`src/rtl/link_ctrl_pkg.sv`:
```
// constants for the link control register bank
package link_ctrl_pkg;
  localparam int ADDR_W = 8;
  localparam int DATA_W = 32;
  localparam logic [7:0] LINK_CONTROL_OFFSET = 8'h08;
  // bit numbering: bit 00 is the msb, so field k sits at vector index 31-k
  localparam int BIT_SOFT_RESET = 31 - 0;
  localparam int BIT_PAGE_SELECT = 31 - 3;
  localparam int BIT_BUSY_POLICY = 31 - 4;
  localparam int BIT_TX_ENABLE = 31 - 5;
  localparam int BIT_RX_ENABLE = 31 - 6;
  localparam int BIT_TX_RESET = 31 - 10;
  localparam int BIT_RX_RESET = 31 - 11;
  localparam int BIT_LONG_HOLD = 31 - 14;
  localparam int BIT_CLR_SELFID = 31 - 23;
  localparam int BIT_POWER_SWITCH = 31 - 27;
  // hold after a bus grant, in link clock cycles
  localparam logic [3:0] HOLD_SHORT_CYCLES = 4'h1;
  localparam logic [3:0] HOLD_LONG_CYCLES = 4'hA;
  // self-clearing pulse length, in cycles
  localparam logic [1:0] PULSE_CYCLES = 2'h1;
  // writable read-back mask and power-up value
  // the soft reset bit is stored and reads back, so it belongs in the mask
  localparam logic [31:0] RW_MASK = 32'h9E02_0010;
  localparam logic [31:0] RESET_VALUE = 32'h0600_0000;
endpackage

```
`src/rtl/link_control_register.sv`:
```
// link control register with transmitter/receiver gating
// Notes on behaviour
// - All control bits clear at power up unless stated otherwise.
// - Bit 00 requests a device reset from software.
// - Page select picks lower or upper 256 bytes of 512 byte data RAM.
// - Busy policy one forces busy acknowledge on every incoming packet.
// - Transmit enable low stops arbitration and packet sending.
// - Transmit enable powers up set.
// - Receive enable low makes receiver accept no packets.
// - Receive enable powers up set and survives serial-bus reset.
// - Writing transmit reset pulses a synchronous transmitter reset, self clearing.
// - Writing receive reset pulses a synchronous receiver reset, self clearing.
// - Long hold enable extends hold after bus grant to 10 cycles.
// - Clear self-ID error is write-only and clears after one cycle.
// - Power-switch pin follows power-on bit; firmware sets it.
// - Bit 00 is the msb of the quadlet, bit 31 the lsb.
`timescale 1ns/100ps
module link_control_register (
  input wire logic REF_CLK,
  input wire logic RESETN,
  input wire logic [link_ctrl_pkg::ADDR_W-1:0] ADDR,
  input wire logic [link_ctrl_pkg::DATA_W-1:0] WDATA,
  input wire logic WR,
  input wire logic RD,
  output logic [link_ctrl_pkg::DATA_W-1:0] RDATA,
  input wire logic BUS_RESET,
  input wire logic BUS_GRANT,
  input wire logic TX_ARB_REQ,
  input wire logic RX_PKT_VALID,
  input wire logic RX_NEED_BUSY,
  input wire logic [7:0] CPU_DATA_ADDR,
  output logic SOFT_RESET_REQUEST,
  output logic [8:0] DATA_RAM_ADDR,
  output logic TX_ARB_GO,
  output logic TX_GRANT_HOLD,
  output logic RX_ACCEPT,
  output logic RX_SEND_BUSY,
  output logic TRANSMITTER_RESET,
  output logic RECEIVER_RESET,
  output logic CLEAR_SELFID_ERROR,
  output logic POWER_SWITCH_OUTPUT
);
  import link_ctrl_pkg::*;

  ////////////////////////////////////////////////////////////////////////
  // bus decode
  wire sel = (ADDR == LINK_CONTROL_OFFSET);
  wire wr_ctl = WR && sel;
  wire rd_ctl = RD && sel;

  ////////////////////////////////////////////////////////////////////////
  // stored fields
  logic soft_reset_q;
  logic page_q;
  logic busy_q;
  logic tx_en_q;
  logic rx_en_q;
  logic long_hold_q;
  logic power_q;
  logic [31:0] rdata_q;

  // power-up values; enables come up set, the rest clear
  always_ff @(posedge REF_CLK or negedge RESETN) begin
    if (!RESETN) begin
      soft_reset_q <= 1'b0;
      page_q <= 1'b0;
      busy_q <= 1'b0;
      tx_en_q <= 1'b1;
      rx_en_q <= 1'b1;
      long_hold_q <= 1'b0;
      power_q <= 1'b0;
    end else if (wr_ctl) begin
      // writes land at msb-first positions; reserved bits dropped
      soft_reset_q <= WDATA[BIT_SOFT_RESET];
      page_q <= WDATA[BIT_PAGE_SELECT];
      busy_q <= WDATA[BIT_BUSY_POLICY];
      tx_en_q <= WDATA[BIT_TX_ENABLE];
      rx_en_q <= WDATA[BIT_RX_ENABLE];
      long_hold_q <= WDATA[BIT_LONG_HOLD];
      power_q <= WDATA[BIT_POWER_SWITCH];
    end
  end
  // BUS_RESET deliberately touches no field, so receive enable survives it

  ////////////////////////////////////////////////////////////////////////
  // self-clearing strobes
  self_clear_pulse u_tx_rst (
    .clk(REF_CLK),
    .rst_n(RESETN),
    .set(wr_ctl && WDATA[BIT_TX_RESET]),
    .pulse(TRANSMITTER_RESET)
  );
  self_clear_pulse u_rx_rst (
    .clk(REF_CLK),
    .rst_n(RESETN),
    .set(wr_ctl && WDATA[BIT_RX_RESET]),
    .pulse(RECEIVER_RESET)
  );
  self_clear_pulse u_clr_sid (
    .clk(REF_CLK),
    .rst_n(RESETN),
    .set(wr_ctl && WDATA[BIT_CLR_SELFID]),
    .pulse(CLEAR_SELFID_ERROR)
  );

  ////////////////////////////////////////////////////////////////////////
  // grant hold
  logic holding;
  grant_hold_timer u_hold (
    .clk(REF_CLK),
    .rst_n(RESETN),
    .grant(BUS_GRANT),
    .long_hold(long_hold_q),
    .holding(holding)
  );

  ////////////////////////////////////////////////////////////////////////
  // datapath gating; a reset pulse also blocks arbitration or packet accept for that cycle, but not grant hold
  assign TX_ARB_GO = TX_ARB_REQ && tx_en_q && !TRANSMITTER_RESET;
  assign TX_GRANT_HOLD = holding && tx_en_q;
  assign RX_ACCEPT = RX_PKT_VALID && rx_en_q && !RECEIVER_RESET;
  assign RX_SEND_BUSY = RX_ACCEPT && (busy_q || RX_NEED_BUSY);
  assign DATA_RAM_ADDR = {page_q, CPU_DATA_ADDR};
  assign SOFT_RESET_REQUEST = soft_reset_q;
  assign POWER_SWITCH_OUTPUT = power_q;

  ////////////////////////////////////////////////////////////////////////
  // read image: write-only and self-clearing bits read zero
  wire [31:0] image = {soft_reset_q, 2'h0, page_q, busy_q, tx_en_q, rx_en_q,
    3'h0, 2'h0, 2'h0, long_hold_q, 8'h00, 1'b0, 3'h0, power_q, 4'h0};

  // unmapped reads return zero
  always_ff @(posedge REF_CLK or negedge RESETN) begin
    if (!RESETN) begin
      rdata_q <= 32'h0000_0000;
    end else begin
      rdata_q <= rd_ctl ? image : 32'h0000_0000;
    end
  end
  assign RDATA = rdata_q;

  ////////////////////////////////////////////////////////////////////////
  // checks
  a_reserved_zero: assert property (@(posedge REF_CLK) disable iff (!RESETN)
    (RDATA & ~RW_MASK) == 32'h0000_0000)
    else $error("reserved bit read nonzero");
  a_tx_gate_off: assert property (@(posedge REF_CLK) disable iff (!RESETN)
    !tx_en_q |-> !TX_ARB_GO && !TX_GRANT_HOLD)
    else $error("transmitter active while disabled");
  a_rx_gate_off: assert property (@(posedge REF_CLK) disable iff (!RESETN)
    !rx_en_q |-> !RX_ACCEPT && !RX_SEND_BUSY)
    else $error("receiver accepted while disabled");
  a_busy_forced: assert property (@(posedge REF_CLK) disable iff (!RESETN)
    busy_q && RX_ACCEPT |-> RX_SEND_BUSY)
    else $error("busy policy not forcing busy");
  a_rx_keep_bus: assert property (@(posedge REF_CLK) disable iff (!RESETN)
    BUS_RESET && !wr_ctl |=> rx_en_q == $past(rx_en_q))
    else $error("receive enable changed on bus reset");
  a_rd_data_img: assert property (@(posedge REF_CLK) disable iff (!RESETN)
    rd_ctl && !wr_ctl |=> RDATA[BIT_TX_ENABLE] == tx_en_q)
    else $error("read data misplaced transmit enable");
  a_power_follows: assert property (@(posedge REF_CLK) disable iff (!RESETN)
    wr_ctl |=> POWER_SWITCH_OUTPUT == $past(WDATA[BIT_POWER_SWITCH]))
    else $error("power switch pin does not follow bit");
  a_page_addr: assert property (@(posedge REF_CLK) disable iff (!RESETN)
    wr_ctl |=> DATA_RAM_ADDR[8] == $past(WDATA[BIT_PAGE_SELECT]))
    else $error("page select not applied");
  a_txrst_clear: assert property (@(posedge REF_CLK) disable iff (!RESETN)
    wr_ctl && WDATA[BIT_TX_RESET] ##1 !(wr_ctl && WDATA[BIT_TX_RESET])
    |-> TRANSMITTER_RESET ##1 !TRANSMITTER_RESET)
    else $error("transmitter reset not self clearing");
  a_soft_reset: assert property (@(posedge REF_CLK) disable iff (!RESETN)
    wr_ctl |=> SOFT_RESET_REQUEST == $past(WDATA[BIT_SOFT_RESET]))
    else $error("soft reset bit not applied");

  ////////////////////////////////////////////////////////////////////////
  // reset strobes: each one is a single cycle; transmitter reset blocks arbitration, receiver reset blocks packet accept

  // receiver reset must drop again unless rewritten
  a_rxrst_clear: assert property (@(posedge REF_CLK) disable iff (!RESETN)
    wr_ctl && WDATA[BIT_RX_RESET] ##1 !(wr_ctl && WDATA[BIT_RX_RESET])
    |-> RECEIVER_RESET ##1 !RECEIVER_RESET)
    else $error("receiver reset not self clearing");

  // clear self-ID error lasts exactly one link clock cycle
  a_clrsid_clear: assert property (@(posedge REF_CLK) disable iff (!RESETN)
    wr_ctl && WDATA[BIT_CLR_SELFID] ##1 !(wr_ctl && WDATA[BIT_CLR_SELFID])
    |-> CLEAR_SELFID_ERROR ##1 !CLEAR_SELFID_ERROR)
    else $error("clear self-ID error not self clearing");

  // a transmitter reset pulse never lets arbitration through
  a_txrst_block: assert property (@(posedge REF_CLK) disable iff (!RESETN)
    TRANSMITTER_RESET |-> !TX_ARB_GO)
    else $error("arbitration during transmitter reset");

  // a receiver reset pulse never lets a packet in
  a_rxrst_block: assert property (@(posedge REF_CLK) disable iff (!RESETN)
    RECEIVER_RESET |-> !RX_ACCEPT)
    else $error("packet accepted during receiver reset");

  // strobes only ever follow a write to the register
  a_txrst_cause: assert property (@(posedge REF_CLK) disable iff (!RESETN)
    TRANSMITTER_RESET |-> $past(wr_ctl))
    else $error("transmitter reset without a write");

  a_rxrst_cause: assert property (@(posedge REF_CLK) disable iff (!RESETN)
    RECEIVER_RESET |-> $past(wr_ctl))
    else $error("receiver reset without a write");

  a_clrsid_cause: assert property (@(posedge REF_CLK) disable iff (!RESETN)
    CLEAR_SELFID_ERROR |-> $past(wr_ctl))
    else $error("clear self-ID error without a write");

  ////////////////////////////////////////////////////////////////////////
  // gating in the enabled direction: an enable must not block more than it should

  // enabled transmitter passes a request straight through
  a_tx_gate_on: assert property (@(posedge REF_CLK) disable iff (!RESETN)
    tx_en_q && TX_ARB_REQ && !TRANSMITTER_RESET |-> TX_ARB_GO)
    else $error("enabled transmitter blocked");

  // enabled receiver takes a valid packet
  a_rx_gate_on: assert property (@(posedge REF_CLK) disable iff (!RESETN)
    rx_en_q && RX_PKT_VALID && !RECEIVER_RESET |-> RX_ACCEPT)
    else $error("enabled receiver blocked");

  // normal protocol sends busy only when the receiver needs it
  a_busy_normal: assert property (@(posedge REF_CLK) disable iff (!RESETN)
    !busy_q && RX_ACCEPT && !RX_NEED_BUSY |-> !RX_SEND_BUSY)
    else $error("busy sent without need");

  a_busy_needed: assert property (@(posedge REF_CLK) disable iff (!RESETN)
    RX_ACCEPT && RX_NEED_BUSY |-> RX_SEND_BUSY)
    else $error("needed busy not sent");

  // busy is an answer, so there must be a packet behind it
  a_busy_accepted: assert property (@(posedge REF_CLK) disable iff (!RESETN)
    RX_SEND_BUSY |-> RX_ACCEPT)
    else $error("busy sent for refused packet");

  // grant hold can only show while the timer runs
  a_hold_gated: assert property (@(posedge REF_CLK) disable iff (!RESETN)
    TX_GRANT_HOLD |-> holding)
    else $error("grant hold without timer");

  ////////////////////////////////////////////////////////////////////////
  // field storage: writes land, and nothing else moves a field

  a_transmitter_enable_write: assert property (@(posedge REF_CLK) disable iff (!RESETN)
    wr_ctl |=> tx_en_q == $past(WDATA[BIT_TX_ENABLE]))
    else $error("transmit enable not applied");

  a_receiver_enable_write: assert property (@(posedge REF_CLK) disable iff (!RESETN)
    wr_ctl |=> rx_en_q == $past(WDATA[BIT_RX_ENABLE]))
    else $error("receive enable not applied");

  a_busy_write: assert property (@(posedge REF_CLK) disable iff (!RESETN)
    wr_ctl |=> busy_q == $past(WDATA[BIT_BUSY_POLICY]))
    else $error("busy policy not applied");

  a_long_write: assert property (@(posedge REF_CLK) disable iff (!RESETN)
    wr_ctl |=> long_hold_q == $past(WDATA[BIT_LONG_HOLD]))
    else $error("long hold enable not applied");

  // without a write transmit enable, receive enable and busy policy keep their values
  a_fields_stable: assert property (@(posedge REF_CLK) disable iff (!RESETN)
    !wr_ctl |=> $stable(tx_en_q) && $stable(rx_en_q) && $stable(busy_q))
    else $error("control field moved without a write");

  a_power_stable: assert property (@(posedge REF_CLK) disable iff (!RESETN)
    !wr_ctl |=> $stable(POWER_SWITCH_OUTPUT))
    else $error("power switch pin moved without a write");

  // the low address bits always come from the processor
  a_page_low: assert property (@(posedge REF_CLK) disable iff (!RESETN)
    DATA_RAM_ADDR[7:0] == CPU_DATA_ADDR)
    else $error("data address low bits altered");

  ////////////////////////////////////////////////////////////////////////
  // read port

  // an unmapped read returns zero
  a_unmapped_zero: assert property (@(posedge REF_CLK) disable iff (!RESETN)
    RD && !sel |=> RDATA == 32'h0000_0000)
    else $error("unmapped read nonzero");

  // read data stand only in the cycle after a read
  a_rdata_idle: assert property (@(posedge REF_CLK) disable iff (!RESETN)
    !rd_ctl |=> RDATA == 32'h0000_0000)
    else $error("read data outside read cycle");

  // write-only and self-clearing bits never show in the image
  a_wo_bits_zero: assert property (@(posedge REF_CLK) disable iff (!RESETN)
    rd_ctl |=> !RDATA[BIT_CLR_SELFID] && !RDATA[BIT_TX_RESET]
    && !RDATA[BIT_RX_RESET])
    else $error("write-only bit read back");
endmodule

```
`src/rtl/self_clear_pulse.sv`:
```
// one-cycle self-clearing control bit
`timescale 1ns/100ps
module self_clear_pulse (
  input wire logic clk,
  input wire logic rst_n,
  input wire logic set,
  output logic pulse
);
  import link_ctrl_pkg::*;
  logic pulse_q;
  // bit clears itself one cycle after being written
  always_ff @(posedge clk or negedge rst_n) begin
    if (!rst_n) begin
      pulse_q <= 1'b0;
    end else begin
      pulse_q <= set;
    end
  end
  assign pulse = pulse_q;
  a_pulse_one_cycle: assert property (@(posedge clk) disable iff (!rst_n)
    set ##1 !set |-> pulse ##1 !pulse)
    else $error("self clear pulse did not last one cycle");
endmodule

```
`src/rtl/grant_hold_timer.sv`:
```
// bus grant hold counter
`timescale 1ns/100ps
module grant_hold_timer (
  input wire logic clk,
  input wire logic rst_n,
  input wire logic grant,
  input wire logic long_hold,
  output logic holding
);
  import link_ctrl_pkg::*;
  logic [3:0] cnt_q;
  logic [3:0] cnt_d;
  wire [3:0] hold_len = long_hold ? HOLD_LONG_CYCLES : HOLD_SHORT_CYCLES;
  // load on grant, count down to zero
  assign cnt_d = grant ? hold_len : (cnt_q != 4'h0 ? cnt_q - 4'h1 : 4'h0);
  always_ff @(posedge clk or negedge rst_n) begin
    if (!rst_n) begin
      cnt_q <= 4'h0;
    end else begin
      cnt_q <= cnt_d;
    end
  end
  assign holding = (cnt_q != 4'h0);

  // check helpers: length of the current hold run and the mode taken at its grant
  logic [3:0] run_q;
  logic [3:0] run_d;
  logic long_seen_q;
  assign run_d = grant ? 4'h0 : (holding ? (run_q != 4'hF ? run_q + 4'h1 : run_q) : 4'h0);
  always_ff @(posedge clk or negedge rst_n) begin
    if (!rst_n) begin
      run_q <= 4'h0;
      long_seen_q <= 1'b0;
    end else begin
      run_q <= run_d;
      long_seen_q <= grant ? long_hold : long_seen_q;
    end
  end
  a_long_hold_len: assert property (@(posedge clk) disable iff (!rst_n)
    !holding && $past(holding) && long_seen_q |-> run_q == HOLD_LONG_CYCLES)
    else $error("long grant hold not ten cycles");
  a_short_hold_len: assert property (@(posedge clk) disable iff (!rst_n)
    grant && !long_hold ##1 !grant |-> holding ##1 !holding)
    else $error("short grant hold not one cycle");
endmodule

```
`config.mk`:
```
export PLATFORM = sky130hd
export DESIGN_NAME = link_control_register
export DESIGN_NICKNAME = d
export VERILOG_FILES = /design/src/rtl/link_ctrl_pkg.sv /design/src/rtl/link_control_register.sv /design/src/rtl/self_clear_pulse.sv /design/src/rtl/grant_hold_timer.sv
export SDC_FILE = /design/constraint.sdc
export NUM_CORES = 1
export LEC_CHECK = 0
export BUFFER_PORTS_ARGS = -buffer_cell sky130_fd_sc_hd__buf_4
export CAP_MARGIN = 40
export CORE_ASPECT_RATIO = 0.9
export CORE_MARGIN = 1
export CORE_UTILIZATION = 35
export CTS_CLUSTER_DIAMETER = 40
export CTS_CLUSTER_SIZE = 20
export DETAILED_ROUTE_END_ITERATION = 8
export HOLD_SLACK_MARGIN = 0.08
export PLACE_DENSITY_LB_ADDON = 0.12
export REMOVE_ABC_BUFFERS = 1
export SYNTH_ARGS = -nofsm -noshare
export SYNTH_HDL_FRONTEND = slang
export SYNTH_SLANG_ARGS = --single-unit
```
`constraint.sdc`:
```
create_clock -name REF_CLK -period 2.4 [get_ports REF_CLK]
set_input_delay 0.12 -clock REF_CLK [delete_from_list [all_inputs] [get_ports REF_CLK]]
set_output_delay 0.12 -clock REF_CLK [all_outputs]
set_load 0.005 [all_outputs]
```
==> flow_metrics.py <==
metrics = {
    "critical_path": {
        "critPathSlowestCell": "dfrtp_1",
        "startpoint": "u_hold.cnt_q[1]",
        "worst_setup_path_end_kind": "output port",
        "slowest_delay_ps": 450,
        "crit_chain": "o41a_1, buf_4",
        "worstPathMaxFanout": 6,
        "cp-start-kind": "register",
        "critPathKind": "register to output port",
        "critPathRequiredTime_ps": 2280,
        "cp_num_buf_inv": 1,
        "r2r-start": "u_hold.cnt_q[1]",
        "cp_top_family": "flip-flops",
        "crit_cells": 2,
        "reg2reg_depth": 3,
        "critPathArrivalTime_ps": 1310,
    },
    "clocking": {
        "cts_tree": "built",
        "clk_path_buf_depth": 2,
        "root_buffer": "clkbuf_4",
        "cts.clk_slew.worst_paths_ps": 120,
        "cts-resized-gates": 0,
        "cts.sinks": 21,
        "h-tree-depth": 1,
        "clock_latency_ps": 300,
        "cts_inserted_buffers": 3,
    },
    "logic_synthesis": {
        "ys_ff_latch": 21,
        "avgSynthCellArea_um2": 11.1,
        "netlist_area_mm2": 0.00111,
        "synth_top_area_frac": 0.428,
        "ys_seq_area_frac": 0.475,
        "synth_warnings": 0,
        "synth.distinct_cells": 22,
        "postSynthCellCount": 100,
        "synth_top_cell_by_area": "dfrtp_1",
        "ys_top_cells_by_area": "dfrtp_1 43%, buf_4 23%, mux2_2 7.1%, dfstp_2 4.7%, and2_1 3.9%",
    },
    "timing": {
        "max_freq_mhz": 698,
        "maxSlewViolCount": 0,
        "timing.final.crit_share": 0.597,
        "finalHoldViolCount": 0,
        "clock_skew_ps": 1.39,
        "setup_viol": 0,
        "period_needed_ps": 1430,
        "whs_ps": 139,
        "setup_tns_ps": 0,
        "rsz0062_at_grt": "no",
    },
    "routing": {
        "routed_wl_um": 1950,
        "drtPass1Iterations": 3,
        "drc": 0,
        "drt_iter0_markers": 8,
        "wire_per_inst_um": 10.3,
        "ant_nets": 0,
        "vias_per_cell": 4.05,
        "via_count": 769,
    },
    "run": {
        "max_cap_viol_count": 0,
    },
    "floorplanning": {
        "die_y_um": 55.5,
        "core_area_mm2": 0.00304,
        "num_io_pins": 107,
        "die_w_um": 61.4,
        "rows": 19,
        "die-area_mm2": 0.00340,
        "start_util": 0.365,
    },
    "final_layout": {
        "area_growth_pct": 31.5,
        "fin_nets": 206,
        "multiInputGateArea_um2": 407,
        "diodes": 0,
        "drive_above_1_share": 0.405,
        "register_area_um2": 528,
        "n_fill_cell": 282,
    },
    "min_path": {
        "whs_path_depth": 3,
        "min_from": "WR",
        "holdCritPathClass": "input port to register",
    },
    "global_route": {
        "grt_max_degree": 22,
        "grt_pass1_wl_um": 3040,
        "grt_pass1_vias": 635,
        "grt_antenna_before_repair": 0,
        "grt_usage": 0.125,
        "grt-ovfl-total": 0,
    },
    "power_and_ir_drop": {
        "power_density_mw_per_mm2": 434,
        "irDropWorstVdd_mv": 0.134,
        "p_leak_nw": 0.777,
    },
    "placed_design": {
        "gp_congestion": 0.711,
        "portBuffers": 42,
        "dp_hpwl_um": 1420,
    },
    "status": {
        "status": "finished, final reports clean",
    },
}
[kinds of logic after synthesis]
group / Yosys count / share of synthesized area
buffers and inverters: 37 / 0.240
other: 1 / 0.00338
flip-flops: 21 / 0.475
multiplexers: 7 / 0.0709
AND/OR/NAND/NOR: 25 / 0.160
AO/OA/AOI/OAI: 9 / 0.0507
[power breakdown]
| group | internal [mW] | leakage [nW] | switching, mW |
|---|---|---|---|
| logic | 0.0547 | 0.478 | 0.0369 |
| registers | 0.364 | 0.281 | 0.00873 |
| clock network | 0.0620 | 0.0177 | 0.108 |
[registers in the layout, summed over array words and instances (netlist names)]
signal               flops
RDATA                    7
u_hold.cnt_q             4
POWER_SWITCH_OUTPUT      1
SOFT_RESET_REQUEST       1
busy_q                   1
long_hold_q              1
page_q                   1
rx_en_q                  1
tx_en_q                  1
u_clr_sid.pulse          1
u_rx_rst.pulse           1
u_tx_rst.pulse           1
[routing by layer]
metal	up-vias	GRT usage	part of all wire
met1	345	0.165	0.42
met4	0	0.0476	0.0067
met5	-	0	0
li1	363	-	-
met2	59	0.163	0.43
met3	2	0.0796	0.14
[Yosys cell counts, drive strengths merged]
cell type / number
buf: 34
dfrtp: 19
and2: 7
mux2: 7
nor2: 6
a21oi: 3
inv: 3
nand2: 3
o21ai: 3
dfstp: 2
nor3: 2
and3: 1
conb: 1
nand3: 1
nand3b: 1
nor2b: 1
nor4: 1
nor4b: 1
o21a: 1
o31ai: 1
o41a: 1
or2: 1
[repair_timing]
| item | CTS | global route |
|---|---|---|
| hold buffers | 12 | 0 |
| hold endpoints to repair | 33 | 0 |
| setup buffers | 0 | 0 |
[cell usage in the layout (no fill, tap or decap), types with 2 or more instances in the layout]
| master | netlist | final |
|---|---|---|
| a21oi_1 | 3 | 3 |
| and2_1 | 7 | 7 |
| buf_4 | 34 | 42 |
| clkbuf_4 | 0 | 3 |
| conb_1 | 1 | 25 |
| dfrtp_1 | 19 | 19 |
| dfstp_2 | 2 | 2 |
| dlygate4sd3_1 | 0 | 12 |
| inv_1 | 3 | 3 |
| mux2_2 | 7 | 7 |
| nand2_1 | 3 | 3 |
| nor2_1 | 6 | 6 |
| nor3_1 | 2 | 2 |
| o21ai_0 | 3 | 3 |
[area by class of cell]
| cell class | instances | area share |
|---|---|---|
| clock buffers | 3 | 0.0154 |
| clock inverters | 1 | 0.00342 |
| inverters | 3 | 0.00771 |
| multi-input cells | 66 | 0.278 |
| flip-flops and latches | 21 | 0.361 |
| well taps | 42 | 0.0360 |
| repair buffers | 54 | 0.298 |
[worst min-delay path, cell delays in order]
cell and delay (ps):
buf_4 120, nand3_4 120, nor2_1 50
[worst paths after layout]
path / endpoint / slack, ps
worst max-delay path: TX_GRANT_HOLD / 970
worst min-delay path: u_tx_rst.pulse / 140
worst max register to register: u_hold.cnt_q[0] / 1310
worst min register to register: RDATA[28] / 510
max in group asynchronous: tx_en_q / 1900
min in group asynchronous: RDATA[4] / 220
[stage by stage]
stage	utilization	total power, mW	setup slack [ps]	instances	area (µm²)
after global routing	0.480	0.674	893	190	1460
after detailed placement	0.432	0.456	1180	174	1310
after CTS	0.480	0.646	947	190	1460
after floorplan	-	0.403	1390	90	946
final	0.480	0.634	967	190	1460
after global placement	0.432	0.455	1190	174	1310
Note: power is estimated with default switching activity, not from simulation.
